## config.mk

```make
export PLATFORM = sky130hd
export DESIGN_NAME = vectored_interrupt_arbiter
export DESIGN_NICKNAME = d
export VERILOG_FILES = /design/src/verilog/irq_arb_pkg.sv /design/src/verilog/vectored_interrupt_arbiter.sv
export SDC_FILE = /design/constraint.sdc
export NUM_CORES = 1
export LEC_CHECK = 0
export ABC_AREA = 1
export BUFFER_PORTS_ARGS = -buffer_cell sky130_fd_sc_hd__buf_2
export CAP_MARGIN = 20
export CORE_UTILIZATION = 52
export CTS_CLUSTER_SIZE = 20
export DETAILED_ROUTE_END_ITERATION = 8
export PLACE_DENSITY_LB_ADDON = 0.25
export SYNTH_ARGS = -nofsm -noshare
export SYNTH_HDL_FRONTEND = slang
export SYNTH_SLANG_ARGS = --single-unit
```

## constraint.sdc

```tcl
create_clock -name I_MCLK -period 3 [get_ports I_MCLK]
set_input_delay 0.3 -clock I_MCLK [delete_from_list [all_inputs] [get_ports I_MCLK]]
set_output_delay 0.3 -clock I_MCLK [all_outputs]
set_load 0.01 [all_outputs]
```

## src/verilog/irq_arb_pkg.sv

```systemverilog
package irq_arb_pkg;
	// program memory and vector layout
	localparam int PC_W = 15;
	localparam logic [PC_W-1:0] ENTRY_ADDR = 15'h00FF;
	localparam logic [7:0] TRAP_OPCODE = 8'h00;
	localparam logic [2:0] VEC_TOP_BITS = 3'h7;
	localparam logic [7:0] BLOCK_LAST = 8'hFF;
	localparam int SLOT_W = 4;
	localparam logic [SLOT_W-1:0] SLOT_TRAP = 4'hF;
	localparam logic [SLOT_W-1:0] SLOT_DEFAULT = 4'h0;
	localparam int MAX_SRC = 14;
	// reserved slots 14, 8, 6 and 5 tied inactive
	localparam logic [MAX_SRC-1:0] SRC_USED_DEF = 14'h1F4F;
	// acknowledge sequence length in instruction cycles
	localparam int ACK_ICYC = 7;
	localparam int ICYC_CLKS_DEF = 1;
	// register map, byte addresses
	localparam int ADDR_W = 8;
	localparam logic [ADDR_W-1:0] OFS_IRQ_ENABLE = 8'h00;
	localparam logic [ADDR_W-1:0] OFS_IRQ_PENDING = 8'h04;
	localparam logic [ADDR_W-1:0] OFS_PSW = 8'h08;
	localparam logic [ADDR_W-1:0] OFS_STATUS = 8'h0C;
	// field positions
	localparam int PSW_GIE_BIT = 0;
	localparam int ST_TRAP_BIT = 0;
	localparam int ST_BUSY_BIT = 1;
	localparam int ST_BOOT_BIT = 2;
	localparam int ST_SLOT_LSB = 4;
	localparam logic [31:0] RESET_WORD = 32'h0000_0000;

	typedef struct packed {
		logic psel;
		logic penable;
		logic pwrite;
		logic [ADDR_W-1:0] paddr;
		logic [31:0] pwdata;
	} apb_req_s;

	typedef enum logic [3:0] {
		ST_IDLE = 4'b0001,
		ST_ACK = 4'b0010,
		ST_VHI = 4'b0100,
		ST_VLO = 4'b1000
	} arb_state_e;
endpackage

```

## src/verilog/vectored_interrupt_arbiter.sv

```systemverilog
// Local design decisions: the placing of the registers and the APB interface to the registers.
`timescale 1ns/1ps
// Operation
// every acknowledged interrupt branches to entry address 00FF hex.
// trap ranks highest, default vector lowest, other sources fixed between.
// each maskable source has enable and pending; event sets pending to 1.
// software reads and writes all enables and pending flags.
// maskable pending interrupts only with enable, global enable, no trap routine.
// sampled at instruction start; highest rank served, others stay pending.
// reset clears all pending, all enables and the global enable.
// already pending flag fires as soon as its enable gets set.
// acknowledge at next normally executed instruction, after any pending skip.
// acknowledge clears global enable, pushes next address, jumps, seven cycles. The code keeps the global enable on a trap acknowledge.
// status word write can set global enable for nesting.
// return-from-interrupt sets global enable and pops the return address.
// pending enabled interrupt on return is serviced immediately.
// boot ROM execution suppresses interrupts, global enable untouched. The code suppresses only maskables; a trap fetch is still acknowledged.
// vector select jumps through vector of best enabled pending source.
// 32-byte table tops the VECTOR_SELECT_INSTR block, next block if VECTOR_SELECT_INSTR is last.
// vector is 15 bits in two bytes, high byte first.
// slots rise with rank from 0yE0, trap at 0yFE.
// with nothing active vector select uses the default slot.
// service software should clear pending early to catch repeats.
// first VECTOR_SELECT_INSTR cycle forms even low byte E0..FE, high PC byte kept.
// hidden trap pending flag blocks maskables until clear-trap or reset.
// trap raised whenever the trap opcode is loaded into the instruction register.
// source count and rank-to-slot usage are parameters.
module vectored_interrupt_arbiter
	import irq_arb_pkg::*;
#(
	parameter int NUM_SRC = MAX_SRC,
	parameter logic [MAX_SRC-1:0] SRC_USED = SRC_USED_DEF,
	parameter int ICYC_CLKS = ICYC_CLKS_DEF
) (
	input wire logic I_MCLK,
	input wire logic I_SRST,
	input wire apb_req_s I_APB_REQ,
	output logic [31:0] O_PRDATA,
	output logic O_PREADY,
	output logic O_PSLVERR,
	input wire logic [NUM_SRC-1:0] I_SRC_EVENT,
	input wire logic I_INSTR_START,
	input wire logic I_SKIP_NEXT,
	input wire logic [PC_W-1:0] I_NEXT_ADDR,
	input wire logic I_IR_LOAD,
	input wire logic [7:0] I_IR_OPCODE,
	input wire logic I_VIS_EXEC,
	input wire logic [PC_W-1:0] I_VIS_PC,
	input wire logic I_RETURN_FROM_IRQ_INSTR_EXEC,
	input wire logic I_CLEAR_TRAP_PENDING_INSTR_EXEC,
	input wire logic I_BOOT_ROM,
	input wire logic [7:0] I_PMEM_DATA,
	output logic O_BUSY,
	output logic O_PUSH,
	output logic [PC_W-1:0] O_PUSH_ADDR,
	output logic O_POP,
	output logic O_PC_LOAD,
	output logic [PC_W-1:0] O_PC_VALUE,
	output logic O_PMEM_RD,
	output logic [PC_W-1:0] O_PMEM_ADDR
);

	localparam int DIV_W = $clog2(ICYC_CLKS + 1);
	localparam logic [DIV_W-1:0] DIV_LAST = DIV_W'(ICYC_CLKS - 1);
	localparam logic [3:0] ACK_LAST = 4'(ACK_ICYC - 1);
	localparam logic [NUM_SRC-1:0] USED = SRC_USED[NUM_SRC-1:0];

	// refuse shapes the slot encoding cannot hold
	if (NUM_SRC < 1 || NUM_SRC > MAX_SRC) begin : g_bad_src
		$error("NUM_SRC must be 1..14");
	end
	if (ICYC_CLKS < 1) begin : g_bad_div
		$error("ICYC_CLKS must be at least 1");
	end

	// highest ranked active slot; source i sits in slot i+1
	function automatic logic [SLOT_W-1:0] best_slot(input logic [NUM_SRC-1:0] act);
		logic [SLOT_W-1:0] s;
		s = SLOT_DEFAULT;
		for (int i = 0; i < NUM_SRC; i++) begin
			if (act[i]) begin
				s = SLOT_W'(i + 1);
			end
		end
		return s;
	endfunction

	arb_state_e st_ff, nxt_st;
	logic [DIV_W-1:0] div_ff;
	logic [3:0] ack_cnt_ff;
	logic [NUM_SRC-1:0] enable_ff, pending_ff, nxt_enable, nxt_pending;
	logic gie_ff, nxt_gie;
	logic trap_pnd_ff;
	logic [SLOT_W-1:0] slot_ff;
	logic [6:0] vec_hi_ff;
	logic [31:0] prdata_ff;
	logic pready_ff, pslverr_ff;
	logic busy_ff, push_ff, pop_ff, pc_load_ff, pmem_rd_ff;
	logic [PC_W-1:0] push_addr_ff, pc_value_ff, pmem_addr_ff;

	// bus decode
	wire logic setup_ph = I_APB_REQ.psel & I_APB_REQ.penable & ~pready_ff;
	wire logic access_ph = I_APB_REQ.psel & I_APB_REQ.penable & pready_ff;
	wire logic wr_en = access_ph & I_APB_REQ.pwrite;
	wire logic hit_en = I_APB_REQ.paddr == OFS_IRQ_ENABLE;
	wire logic hit_pnd = I_APB_REQ.paddr == OFS_IRQ_PENDING;
	wire logic hit_psw = I_APB_REQ.paddr == OFS_PSW;
	wire logic hit_st = I_APB_REQ.paddr == OFS_STATUS;
	wire logic hit_any = hit_en | hit_pnd | hit_psw | hit_st;

	// read mux, unused bits read as zero
	wire logic [31:0] rd_status = 32'((trap_pnd_ff << ST_TRAP_BIT) | (busy_ff << ST_BUSY_BIT)
		| (I_BOOT_ROM << ST_BOOT_BIT) | (32'(slot_ff) << ST_SLOT_LSB));
	wire logic [31:0] rd_mux = hit_en ? 32'(enable_ff) :
		hit_pnd ? 32'(pending_ff) :
		hit_psw ? 32'(gie_ff) << PSW_GIE_BIT :
		hit_st ? rd_status : RESET_WORD;

	// instruction cycle enable from the master clock
	wire logic icyc_en = div_ff == DIV_LAST;

	// interrupt qualification
	wire logic [NUM_SRC-1:0] active = enable_ff & pending_ff;
	wire logic idle = st_ff == ST_IDLE;
	wire logic trap_fetch = I_IR_LOAD & (I_IR_OPCODE == TRAP_OPCODE);
	wire logic mask_take = I_INSTR_START & ~I_SKIP_NEXT & gie_ff & (|active)
		& ~trap_pnd_ff & ~I_BOOT_ROM;
	wire logic ack_start = idle & (trap_fetch | mask_take);
	wire logic vis_start = idle & I_VIS_EXEC & ~ack_start;
	wire logic ack_done = (st_ff == ST_ACK) & icyc_en & (ack_cnt_ff == ACK_LAST);

	// arbitration for vector select, trap wins over all
	wire logic [SLOT_W-1:0] vis_slot = trap_pnd_ff ? SLOT_TRAP : best_slot(active);
	wire logic [7:0] vis_low = {VEC_TOP_BITS, vis_slot, 1'b0};
	wire logic [6:0] vis_blk = (I_VIS_PC[7:0] == BLOCK_LAST) ? I_VIS_PC[14:8] + 7'h01 : I_VIS_PC[14:8];
	wire logic [PC_W-1:0] vec_addr = {vis_blk, vis_low};

	// register next values; hardware set wins over software clear
	assign nxt_enable = wr_en & hit_en ? I_APB_REQ.pwdata[NUM_SRC-1:0] & USED : enable_ff;
	assign nxt_pending = ((wr_en & hit_pnd) ? I_APB_REQ.pwdata[NUM_SRC-1:0] & USED : pending_ff)
		| (I_SRC_EVENT & USED);
	assign nxt_gie = ack_start & ~trap_fetch ? 1'b0 :
		I_RETURN_FROM_IRQ_INSTR_EXEC ? 1'b1 :
		wr_en & hit_psw ? I_APB_REQ.pwdata[PSW_GIE_BIT] : gie_ff;

	// state sequencing
	always_comb begin
		nxt_st = st_ff;
		case (st_ff)
			ST_IDLE: begin
				if (ack_start) begin
					nxt_st = ST_ACK;
				end else if (vis_start) begin
					nxt_st = ST_VHI;
				end
			end
			ST_ACK: begin
				if (ack_done) begin
					nxt_st = ST_IDLE;
				end
			end
			ST_VHI: nxt_st = ST_VLO;
			ST_VLO: nxt_st = ST_IDLE;
			default: nxt_st = ST_IDLE;
		endcase
	end

	// apb slave, one wait state per access
	always_ff @(posedge I_MCLK) begin
		if (I_SRST) begin
			pready_ff <= 1'b0;
			pslverr_ff <= 1'b0;
			prdata_ff <= RESET_WORD;
		end else begin
			pready_ff <= setup_ph;
			pslverr_ff <= setup_ph & ~hit_any;
			prdata_ff <= setup_ph & ~I_APB_REQ.pwrite ? rd_mux : RESET_WORD;
		end
	end

	// interrupt flags
	always_ff @(posedge I_MCLK) begin
		if (I_SRST) begin
			enable_ff <= '0;
			pending_ff <= '0;
			gie_ff <= 1'b0;
			trap_pnd_ff <= 1'b0;
		end else begin
			enable_ff <= nxt_enable;
			pending_ff <= nxt_pending;
			gie_ff <= nxt_gie;
			trap_pnd_ff <= trap_fetch | (trap_pnd_ff & ~I_CLEAR_TRAP_PENDING_INSTR_EXEC);
		end
	end

	// divider and acknowledge cycle counter
	always_ff @(posedge I_MCLK) begin
		if (I_SRST) begin
			div_ff <= '0;
			ack_cnt_ff <= 4'h0;
		end else begin
			div_ff <= icyc_en ? '0 : div_ff + DIV_W'(1);
			ack_cnt_ff <= st_ff != ST_ACK ? 4'h0 : ack_cnt_ff + 4'(icyc_en);
		end
	end

	// state and stack handshake; push happens in the first acknowledge cycle
	always_ff @(posedge I_MCLK) begin
		if (I_SRST) begin
			st_ff <= ST_IDLE;
			busy_ff <= 1'b0;
			push_ff <= 1'b0;
			push_addr_ff <= '0;
			pop_ff <= 1'b0;
		end else begin
			st_ff <= nxt_st;
			busy_ff <= nxt_st != ST_IDLE;
			push_ff <= ack_start;
			push_addr_ff <= ack_start ? I_NEXT_ADDR : push_addr_ff;
			pop_ff <= I_RETURN_FROM_IRQ_INSTR_EXEC;
		end
	end

	// program counter loads and vector fetch; read data comes back in the same cycle
	always_ff @(posedge I_MCLK) begin
		if (I_SRST) begin
			pc_load_ff <= 1'b0;
			pc_value_ff <= '0;
			pmem_rd_ff <= 1'b0;
			pmem_addr_ff <= '0;
			slot_ff <= SLOT_DEFAULT;
			vec_hi_ff <= 7'h00;
		end else begin
			pc_load_ff <= ack_done | (st_ff == ST_VLO);
			pmem_rd_ff <= vis_start | (st_ff == ST_VHI);
			if (ack_done) begin
				pc_value_ff <= ENTRY_ADDR;
			end else if (st_ff == ST_VLO) begin
				pc_value_ff <= {vec_hi_ff, I_PMEM_DATA};
			end
			if (vis_start) begin
				pmem_addr_ff <= vec_addr;
				slot_ff <= vis_slot;
			end else if (st_ff == ST_VHI) begin
				pmem_addr_ff <= pmem_addr_ff + 15'h0001;
				vec_hi_ff <= I_PMEM_DATA[6:0];
			end
		end
	end

	assign O_PRDATA = prdata_ff;
	assign O_PREADY = pready_ff;
	assign O_PSLVERR = pslverr_ff;
	assign O_BUSY = busy_ff;
	assign O_PUSH = push_ff;
	assign O_PUSH_ADDR = push_addr_ff;
	assign O_POP = pop_ff;
	assign O_PC_LOAD = pc_load_ff;
	assign O_PC_VALUE = pc_value_ff;
	assign O_PMEM_RD = pmem_rd_ff;
	assign O_PMEM_ADDR = pmem_addr_ff;

	localparam int ACK_CLKS = ACK_ICYC * ICYC_CLKS;
	logic [15:0] ack_len_ff;
	always_ff @(posedge I_MCLK) begin
		if (I_SRST) begin
			ack_len_ff <= 16'h0000;
		end else begin
			ack_len_ff <= st_ff == ST_ACK ? ack_len_ff + 16'h0001 : 16'h0000;
		end
	end
endmodule // vectored_interrupt_arbiter

```

==> impl_metrics.csv, run 1 <==
group,metric,value,unit
setup_path,end_kind,"flop",
layout,design_area,5860,µm²
setup_path,critPathKind,"flop to flop",
clock_network,cts_sinks,107,
place,pre_cts_slack,0.976,ns
layout,n_antenna_cell,0,
route,drc,0,
logic_synthesis,yosys_register_bits,107,
logic_synthesis,syn-cell-area,4900,µm²
clock_network,post_cts_resized,0,
global_route,globalRouteOverflowTotal,0,
setup_path,cp_max_fo,15,
outcome,status,"completed",
layout,syn_to_final_growth,19.5,%
route,avgRoutedWirePerCell,12.2,µm
clock_network,cts_max_level,3,
pwr,switching_share,0.260,
clock_network,clk_pin_slew_worst_paths,0.10,ns
route,vias,4795,
place,place_area,5650,µm²
route,drt-initial-drc-count,167,
sta,fin_crit_sh,0.639,
clock_network,cts_setup_buffers,0,
logic_synthesis,yosys.area.top_type_share,0.437,
floorplan,io_pins,196,
logic_synthesis,synth_flop_cell,"dfxtp_1",
logic_synthesis,synthCells,692,
floorplan,core_area,9200,µm²
sta,fin_worst_skew,0.0118,ns
logic_synthesis,synth_area_leaders,"dfxtp_1, nand2_1, nor2_1",
logic_synthesis,syn_avg_cell_area,7.09,µm²
pwr,p_seq_frac,0.564,
hold_path,min_path_type,"input pin to flop",
global_route,grt_pass1_vias,4300,
clock_network,cts_root_buffer,"clkbuf_8",
logic_synthesis,yosysTopAreaCell,"dfxtp_1",
route,drtAntennaViolNets,0,
clock_network,clock_path_buffers,2,
floorplan,die_w,99.1,µm
route,viasPerCell,5.03,
floorplan,start_util,0.533,
global_route,grt_max_degree,39,
setup_path,reg2reg_slack,1.08,ns
sta,worst_pin_slew,0.605,ns
route,drt-total-wl,11600,µm
clock_network,cts_tree,"done",
layout,layout.cells.non_filler,953,
logic_synthesis,async_reset_ff_frac,0,
floorplan,fp.dieH,99.1,µm
logic_synthesis,synth_common_cells,"nand2_1, dfxtp_1, nor2_1, inv_1, o21ai_0",
sta,finalCriticalPeriod,1.92,ns
logic_synthesis,yosysWarningCount,0,
sta,slew_headroom,0.597,
pwr,pwr-share-comb,0.091,
setup_path,worstPathRequired,3.25,ns
pwr,switchingPower,0.684,mW
setup_path,arrival,2.16,ns
clock_network,hold_buffers,0,
logic_synthesis,yosys.cell_count.top_type,"nand2_1",
pwr,p_leak,2.96,nW
logic_synthesis,synth_edf_count,0,
setup_path,cp-start-kind,"flop",
sta,setup_viol,0,
hold_path,hold-path-cell-count,3,
sta,hold_violations,0,
place,dp_hpwl,8680,µm
layout,nNetsFinal,953,
global_route,grt_pass1_wl,18700,µm
global_route,grtUsageTotal,0.237,
place,port_buffers,150,
job,max_cap_viol_count,0,
pwr,power-per-cell-area,449,nW/µm²
sta,setup_ws,1.08,ns
place,routabilityCongestion,0.905,
clock_network,numCtsBuffers,9,
sta,hold_ws,0.116,ns
clock_network,clk_latency,0.37,ns
logic_synthesis,synth_cell_types,47,
global_route,antenna_found_initial,0,
pwr,clockPowerShare,0.345,
place,dpl.cell_count,937,
sta,rsz0062_at_grt,"false",
sta,timing.fmax,522,MHz
setup_path,rr_worst_depth,11,
floorplan,fp.dieArea,9820,µm²
pwr,vdd_drop_max,0.308,mV
pwr,p_int,1.95,mW
logic_synthesis,yosysSeqAreaShare,0.437,
sta,slew_violations,0,
sta,tns,0,ns
layout,drive_above_1_share,0.234,
floorplan,num_rows,35,
route,first_pass_iters,5,
==> path summary, 6_finish.rpt <==
| path | end | from |
|---|---|---|
| min reg2reg | O_PRDATA[5]$_SDFF_PP0_ | slot_ff[1]$_SDFFE_PP0P_ |
| max | O_PMEM_ADDR[4]$_SDFFE_PP0P_ | pending_ff[9]$_SDFF_PP0_ |
| max reg2reg | O_PMEM_ADDR[4]$_SDFFE_PP0P_ | pending_ff[9]$_SDFF_PP0_ |
| min | pending_ff[10]$_SDFF_PP0_ | I_SRC_EVENT[10] |
==> stage by stage <==
step                total power [mW]   util
floorplan                       1.66      -
global placement                1.75  0.615
detailed placement              1.75  0.615
CTS                             2.66  0.637
global route                    2.74  0.637
finish                          2.63  0.637
==> logic make-up after synthesis <==
group	Yosys count	synth area share
DFF	107	0.437
xor gates and xnor gates	9	0.0161
buffers and inverters	118	0.109
AOI/OAI and AO/OA	105	0.116
adders and majority gates	4	0.0102
other	1	0.000765
and+or+nand+nor	348	0.311
==> state kept, by name, summed over array words and instances (netlist names), 4 cells and up <==
name,flops
O_PC_VALUE,15
O_PMEM_ADDR,15
O_PUSH_ADDR,15
O_PRDATA,13
enable_ff,10
pending_ff,10
vec_hi_ff,7
ack_cnt_ff,4
slot_ff,4
st_ff,4
==> cell type report <==
class | instances | area [µm²]
multi-input cells | 486 | 2300
fillers | 837 | 3340
clock inverters | 7 | 80.1
repair buffers | 153 | 773
well taps | 111 | 139
inverters | 80 | 303
flip-flops and latches | 107 | 2140
clock buffers | 9 | 124
==> placed cells by master (no fill, tap or decap), types with 2 or more instances in the layout <==
| cell | count |
|---|---|
| a21oi_1 | 28 |
| a31oi_1 | 8 |
| a32o_1 | 3 |
| buf_2 | 150 |
| buf_4 | 3 |
| clkbuf_8 | 9 |
| clkinv_1 | 2 |
| clkinvlp_4 | 2 |
| conb_1 | 20 |
| dfxtp_1 | 107 |
| ha_1 | 4 |
| inv_1 | 69 |
| inv_2 | 8 |
| inv_6 | 4 |
| nand2_1 | 172 |
| nand2_2 | 2 |
| nand3_1 | 40 |
| nand3_2 | 2 |
| nand4_1 | 8 |
| nor2_1 | 98 |
| nor2_2 | 2 |
| nor2_4 | 2 |
| nor3_1 | 6 |
| nor3_4 | 2 |
| nor4_1 | 2 |
| o21ai_0 | 45 |
| o21ai_1 | 14 |
| o22ai_1 | 2 |
| or2_2 | 3 |
| xnor2_1 | 3 |
| xor2_1 | 6 |
==> worst max-delay path, stage by stage (launching register included) <==
cell,delay (ns)
dfxtp_1,0.37
nand2_1,0.10
nand2_1,0.11
nor2_2,0.07
nand3_1,0.08
nand2_1,0.10
nand3_2,0.27
clkinv_1,0.32
nand2_1,0.18
nand2_1,0.06
nor2_1,0.09
nor2_1,0.04
==> metal layers <==
metal / global-route usage / wire length, µm / part of all wire / vias up
li1: - / - / - / 2454
met1: 0.288 / 5030 / 0.43 / 2163
met2: 0.417 / 5700 / 0.49 / 161
met3: 0.0485 / 699 / 0.060 / 17
met4: 0.0814 / 184 / 0.016 / 0
met5: 0 / 0 / 0 / -
==> power by group through the flow <==
stage / clock [mW] / sequential (mW) / combinational [mW]
after floorplan: 0 / 1.51 / 0.147
after global placement: 0 / 1.51 / 0.233
after detailed placement: 0 / 1.51 / 0.239
after CTS: 0.934 / 1.48 / 0.240
after global routing: 0.982 / 1.49 / 0.269
final: 0.907 / 1.48 / 0.240
(Power assumes the default switching activity.)
==> run 2, diff against run 1 <==
- CORE_UTILIZATION: 52 -> 49
- clock period: 3 -> 2 ns (I/O delays scaled with it)
==> impl_metrics.csv, run 2 (synthesis gave the netlist of run 1 again) <==
group,metric,value,unit
outcome,status,"completed",
hold_path,min_to,"pending_ff[11]$_SDFF_PP0_",
pwr,power,3.90,mW
place,dpl.cell_count,964,
route,vias,4744,
place,routabilityCongestion,0.914,
floorplan,fp.dieH,102,µm
global_route,grtUsageMet2,0.398,
route,drc,0,
global_route,busiest_layer,"met2",
route,viasPerCell,4.84,
sta,slew_headroom,0.642,
clock_network,cts_root_buffer,"clkbuf_8",
pwr,p_leak,2.99,nW
place,dp_hpwl,8850,µm
clock_network,cts_max_level,3,
sta,fin_crit_sh,0.871,
global_route,antenna_found_initial,0,
setup_path,cp_max_fo,11,
setup_path,rr_worst_depth,11,
sta,setup_viol,0,
clock_network,cts_tree,"done",
clock_network,hold_buffers,0,
route,drt-total-wl,11800,µm
clock_network,cts_sinks,107,
sta,slew_violations,0,
route,drtAntennaViolNets,0,
sta,setup_ws,0.258,ns
route,first_pass_iters,5,
setup_path,critPathKind,"flop to flop",
layout,syn_to_final_growth,20.8,%
layout,final_cell_mix,"nand2_1, buf_2, dfxtp_1",
sta,hold_ws,0.0168,ns
clock_network,clk_pin_slew_worst_paths,0.11,ns
route,avgRoutedWirePerCell,12.1,µm
global_route,grt_use_met1,0.294,
global_route,globalRouteOverflowTotal,0,
job,max_cap_viol_count,0,
setup_path,worstPathRequired,2.26,ns
layout,final_common_cell,"nand2_1",
setup_path,reg2reg_slack,0.26,ns
place,pre_cts_slack,0.266,ns
floorplan,core_area,9730,µm²
sta,tns,0,ns
hold_path,min_path_type,"input pin to flop",
floorplan,fp.dieArea,10400,µm²
sta,rsz0062_at_grt,"false",
layout,design_area,5930,µm²
global_route,grt_pass1_vias,4254,
setup_path,cp-start-kind,"flop",
sta,hold_violations,0,
setup_path,arrival,2.00,ns
sta,worst_pin_slew,0.537,ns
clock_network,cts_setup_buffers,0,
layout,nNetsFinal,958,
layout,layout.cells.non_filler,980,
clock_network,clk_latency,0.38,ns
sta,fin_worst_skew,0.0188,ns
layout,fillers,929,
sta,finalCriticalPeriod,1.74,ns
hold_path,hold-path-cell-count,3,
pwr,power-per-cell-area,658,nW/µm²
floorplan,die_w,102,µm
layout,fin_util,0.609,
pwr,vdd_drop_max,0.359,mV
floorplan,start_util,0.504,
clock_network,post_cts_resized,0,
layout,drive_above_1_share,0.238,
global_route,grt_max_degree,45,
floorplan,num_rows,36,
sta,timing.fmax,574,MHz
layout,n_antenna_cell,0,
clock_network,clock_path_buffers,2,
hold_path,hold_start,"I_SRC_EVENT[11]",
global_route,grtUsageTotal,0.231,
floorplan,io_pins,196,
setup_path,r2r-end,"O_PMEM_ADDR[4]$_SDFFE_PP0P_",
setup_path,end_kind,"flop",
route,drt-initial-drc-count,170,
place,port_buffers,150,
clock_network,numCtsBuffers,9,
setup_path,reg2reg_from,"pending_ff[9]$_SDFF_PP0_",
global_route,met3_usage,0.0424,
place,place_area,5730,µm²
global_route,grt_pass1_wl,19200,µm
[run 2: changes by cell type in the layout (fill, tap and decap cells not counted), moves of 2 or more]
cell / previous run / this run
buf_4: 3 / 7
clkinv_4: 0 / 2
inv_8: 0 / 2
clkinvlp_4: 2 / 0
inv_6: 4 / 1
[run 2: layer usage]
metal,up-vias,share of wire
met5,-,0
met4,0,0.0098
met3,12,0.052
met2,144,0.49
met1,2129,0.45
li1,2459,-
[run 2: worst max-delay path by stage]
stage,to,startpoint,cells past startpoint,slack [ns]
after floorplan,O_PMEM_ADDR[14]$_SDFFE_PP0P_,O_PMEM_ADDR[0]$_SDFFE_PP0P_,10,0.50
after global placement,O_PMEM_ADDR[3]$_SDFFE_PP0P_,I_IR_OPCODE[7],9,0.29
after detailed placement,O_PMEM_ADDR[1]$_SDFFE_PP0P_,I_IR_OPCODE[7],9,0.27
after CTS,O_PMEM_ADDR[4]$_SDFFE_PP0P_,pending_ff[9]$_SDFF_PP0_,11,0.27
after global routing,O_PMEM_ADDR[4]$_SDFFE_PP0P_,pending_ff[9]$_SDFF_PP0_,11,0.006
final,O_PMEM_ADDR[4]$_SDFFE_PP0P_,pending_ff[9]$_SDFF_PP0_,11,0.26
[run 2: cell type report]
type,instances,area [µm²],share of cell area
Clock inverter,7,70.1,0.0118
Clock buffer,9,124,0.0209
Tap cell,133,166,0.0281
Timing Repair Buffer,158,823,0.139
Inverter,80,303,0.0511
Sequential cell,107,2140,0.361
Multi-Input combinational cell,486,2300,0.388
[run 2: worst max-delay path, stage by stage, from the launching register on]
cell and delay, ns:
dfxtp_1 0.34, nand2_1 0.10, nand2_1 0.09, nor2_2 0.13
nand3_1 0.09, nand2_1 0.11, nand3_2 0.12, buf_4 0.21
nand2_1 0.19, nor2_1 0.07, nor2_1 0.12, nor2_1 0.05
[run 2: power breakdown]
group	internal, mW	switching [mW]
Clock	0.489	0.820
Combinational	0.151	0.217
Sequential	2.18	0.0476
Total	2.82	1.08
==> run 3, diff against run 2 <==
- ABC_AREA: 1 -> unset
- CORE_UTILIZATION: 49 -> 48
==> impl_metrics.csv, run 3 <==
group,metric,value,unit
outcome,status,"finished, violations left",
outcome,failed_checks,"negative setup slack",
logic_synthesis,synth_common_cells,"dfxtp_1, nand2_1, a21oi_1, nor2_1",
setup_path,cp_num_buf_inv,4,
setup_path,cpMaxStageDelayCell,"a222oi_1",
floorplan,start_util,0.494,
layout,regArea,2140,µm²
setup_path,critPathKind,"flop to flop",
global_route,antenna_found_initial,0,
logic_synthesis,synth_area_leaders,"dfxtp_1, a21oi_1, mux2i_1",
logic_synthesis,yosys_register_bits,107,
setup_path,cp_max_fo,4,
layout,syn_to_final_growth,28.1,%
pwr,power-per-cell-area,648,nW/µm²
global_route,grtUsageTotal,0.243,
floorplan,num_rows,36,
logic_synthesis,synth_edf_count,0,
hold_path,min_to,"pending_ff[8]$_SDFF_PP0_",
logic_synthesis,syn-cell-area,4830,µm²
sta,hold_violations,0,
pwr,clockPowerShare,0.342,
route,viasPerCell,5.26,
layout,drive_above_1_share,0.326,
pwr,p_int,2.96,mW
floorplan,die_w,102,µm
route,first_pass_iters,5,
place,port_buffers,150,
logic_synthesis,yosysTopAreaCell,"dfxtp_1",
sta,setup_viol,17,
clock_network,hold_buffers,0,
floorplan,io_pins,196,
sta,rsz0062_at_grt,"true",
sta,finalCriticalPeriod,2.09,ns
setup_path,r2r-end,"st_ff[1]$_SDFF_PP0_",
setup_path,cp-start-kind,"flop",
hold_path,min_path_type,"input pin to flop",
floorplan,core_area,9770,µm²
logic_synthesis,yosys.area.top_type_share,0.444,
logic_synthesis,async_reset_ff_frac,0,
layout,final_common_cell,"buf_2",
logic_synthesis,synth_cell_types,56,
layout,fillers,866,
place,dp_hpwl,9010,µm
clock_network,cts_root_buffer,"clkbuf_8",
pwr,switching_share,0.261,
route,drc,0,
clock_network,clk_latency,0.37,ns
hold_path,hold-path-cell-count,3,
layout,multi_input_area,2480,µm²
job,max_cap_viol_count,0,
route,drtAntennaViolNets,0,
route,drt-initial-drc-count,222,
pwr,p_seq_frac,0.555,
route,drt-total-wl,12400,µm
pwr,switchingPower,1.05,mW
layout,nNetsFinal,850,
place,routabilityCongestion,0.860,
setup_path,arrival,2.35,ns
clock_network,cts_max_level,3,
sta,fin_crit_sh,1.05,
logic_synthesis,yosys.cell_count.top_type,"dfxtp_1",
global_route,grt_max_degree,84,
setup_path,rr_worst_depth,9,
setup_path,cpPeakStageDelay,0.43,ns
setup_path,worstPathCellList,"a222oi_1, buf_4, and4b_4, buf_6, a211o_4, buf_4, buf_6, a22oi_2, nor2_1",
logic_synthesis,yosysWarningCount,0,
layout,design_area,6190,µm²
logic_synthesis,synthCells,559,
global_route,globalRouteOverflowTotal,0,
sta,timing.fmax,478,MHz
logic_synthesis,synth_flop_cell,"dfxtp_1",
clock_network,clock_path_buffers,2,
pwr,pwr-share-comb,0.103,
layout,final_cell_mix,"buf_2, dfxtp_1, nand2_1",
setup_path,reg2reg_slack,-0.09,ns
logic_synthesis,syn_avg_cell_area,8.64,µm²
setup_path,critPathTopFamily,"compound AO/OA/AOI/OAI gates",
global_route,grt_pass1_wl,20100,µm
setup_path,worstPathRequired,2.26,ns
clock_network,numCtsBuffers,9,
hold_path,hold_start,"I_SRC_EVENT[8]",
setup_path,reg2reg_from,"pending_ff[8]$_SDFF_PP0_",
sta,slew_violations,0,
clock_network,cts_tree,"done",
floorplan,fp.dieH,102,µm
global_route,grt_pass1_vias,4390,
pwr,p_leak,2.82,nW
floorplan,fp.dieArea,10500,µm²
setup_path,end_kind,"flop",
route,vias,4585,
layout,n_antenna_cell,0,
pwr,vdd_drop_max,0.472,mV
clock_network,clk_pin_slew_worst_paths,0.11,ns
logic_synthesis,yosysSeqAreaShare,0.444,
route,avgRoutedWirePerCell,14.2,µm
place,place_area,5880,µm²
sta,setup_ws,-0.0922,ns
clock_network,cts_sinks,107,
sta,hold_ws,0.0532,ns
sta,fin_worst_skew,0.0102,ns
-- run 3: tightest hold or removal path, stage by stage --
cell,delay [ns]
buf_2,0.10
inv_1,0.04
a21oi_1,0.05
-- run 3: per-layer routing --
metal	vias to the layer above	part of all wire	GRT usage
met1	2135	0.43	0.292
met3	14	0.048	0.0554
li1	2293	-	-
met2	143	0.51	0.436
met4	0	0.012	0.0681
met5	-	0	0
-- run 3: worst max path at each step --
stage	from	end	slack [ns]	depth (start not counted)
2_1_floorplan	pending_ff[8]$_SDFF_PP0_	O_PMEM_ADDR[9]$_SDFFE_PP0P_	0.11	7
3_3_place_gp	pending_ff[8]$_SDFF_PP0_	O_PMEM_ADDR[12]$_SDFFE_PP0P_	-0.11	6
3_5_place_dp	pending_ff[8]$_SDFF_PP0_	O_PMEM_ADDR[12]$_SDFFE_PP0P_	-0.06	6
4_1_cts	enable_ff[8]$_SDFFE_PP0P_	O_PMEM_ADDR[8]$_SDFFE_PP0P_	-0.07	7
5_1_grt	pending_ff[8]$_SDFF_PP0_	O_PMEM_ADDR[8]$_SDFFE_PP0P_	-0.15	7
6_report	pending_ff[8]$_SDFF_PP0_	st_ff[1]$_SDFF_PP0_	-0.09	9
-- run 3: power by group through the flow --
stage	logic (mW)	registers (mW)	clock network (mW)
after floorplan	0.229	2.27	0
after global placement	0.390	2.27	0
after detailed placement	0.401	2.27	0
after CTS	0.404	2.22	1.42
after global routing	0.458	2.23	1.49
final	0.413	2.22	1.37
-- run 3: cell type report --
type                    instances  share of cell area
clock inverters                 7              0.0133
inverters                      18              0.0109
well taps                     133              0.0269
flip-flops and latches        107               0.347
multi-input cells             403               0.401
repair buffers                195               0.182
clock buffers                   9              0.0200
-- run 3: cell families (layout without fill, tap and decap cells) --
logic type / Yosys count / after routing / synth area share
AOI/OAI and AO/OA: 132 / 132 / 0.167
xor gates and xnor gates: 16 / 16 / 0.0290
adders and majority gates: 4 / 4 / 0.0104
buffers and inverters: 68 / 229 / 0.0700
DFF: 107 / 107 / 0.444
muxes: 31 / 31 / 0.0676
other: 1 / 20 / 0.000777
and+or+nand+nor: 200 / 200 / 0.212
-- run 3: timing repair --
action | in CTS | in global routing
gates resized for setup | 5 | 19
pin swaps | 4 | 8
buffers inserted | 1 | 2
endpoints found under the setup margin | 30 | 33
gates cloned | 0 | 0
-- run 3: through the flow --
| stage | util | worst slack [ns] | cells | TNS [ns] | total power, mW |
|---|---|---|---|---|---|
| 3_5_place_dp | 0.602 | -0.0590 | 853 | -0.430 | 2.67 |
| 6_report | 0.633 | -0.0922 | 872 | -0.530 | 4.01 |
| 2_1_floorplan | - | 0.109 | 578 | 0 | 2.50 |
| 5_1_grt | 0.633 | -0.151 | 872 | -1.67 | 4.18 |
| 4_1_cts | 0.625 | -0.0658 | 870 | -0.640 | 4.04 |
| 3_3_place_gp | 0.602 | -0.109 | 853 | -1.64 | 2.66 |
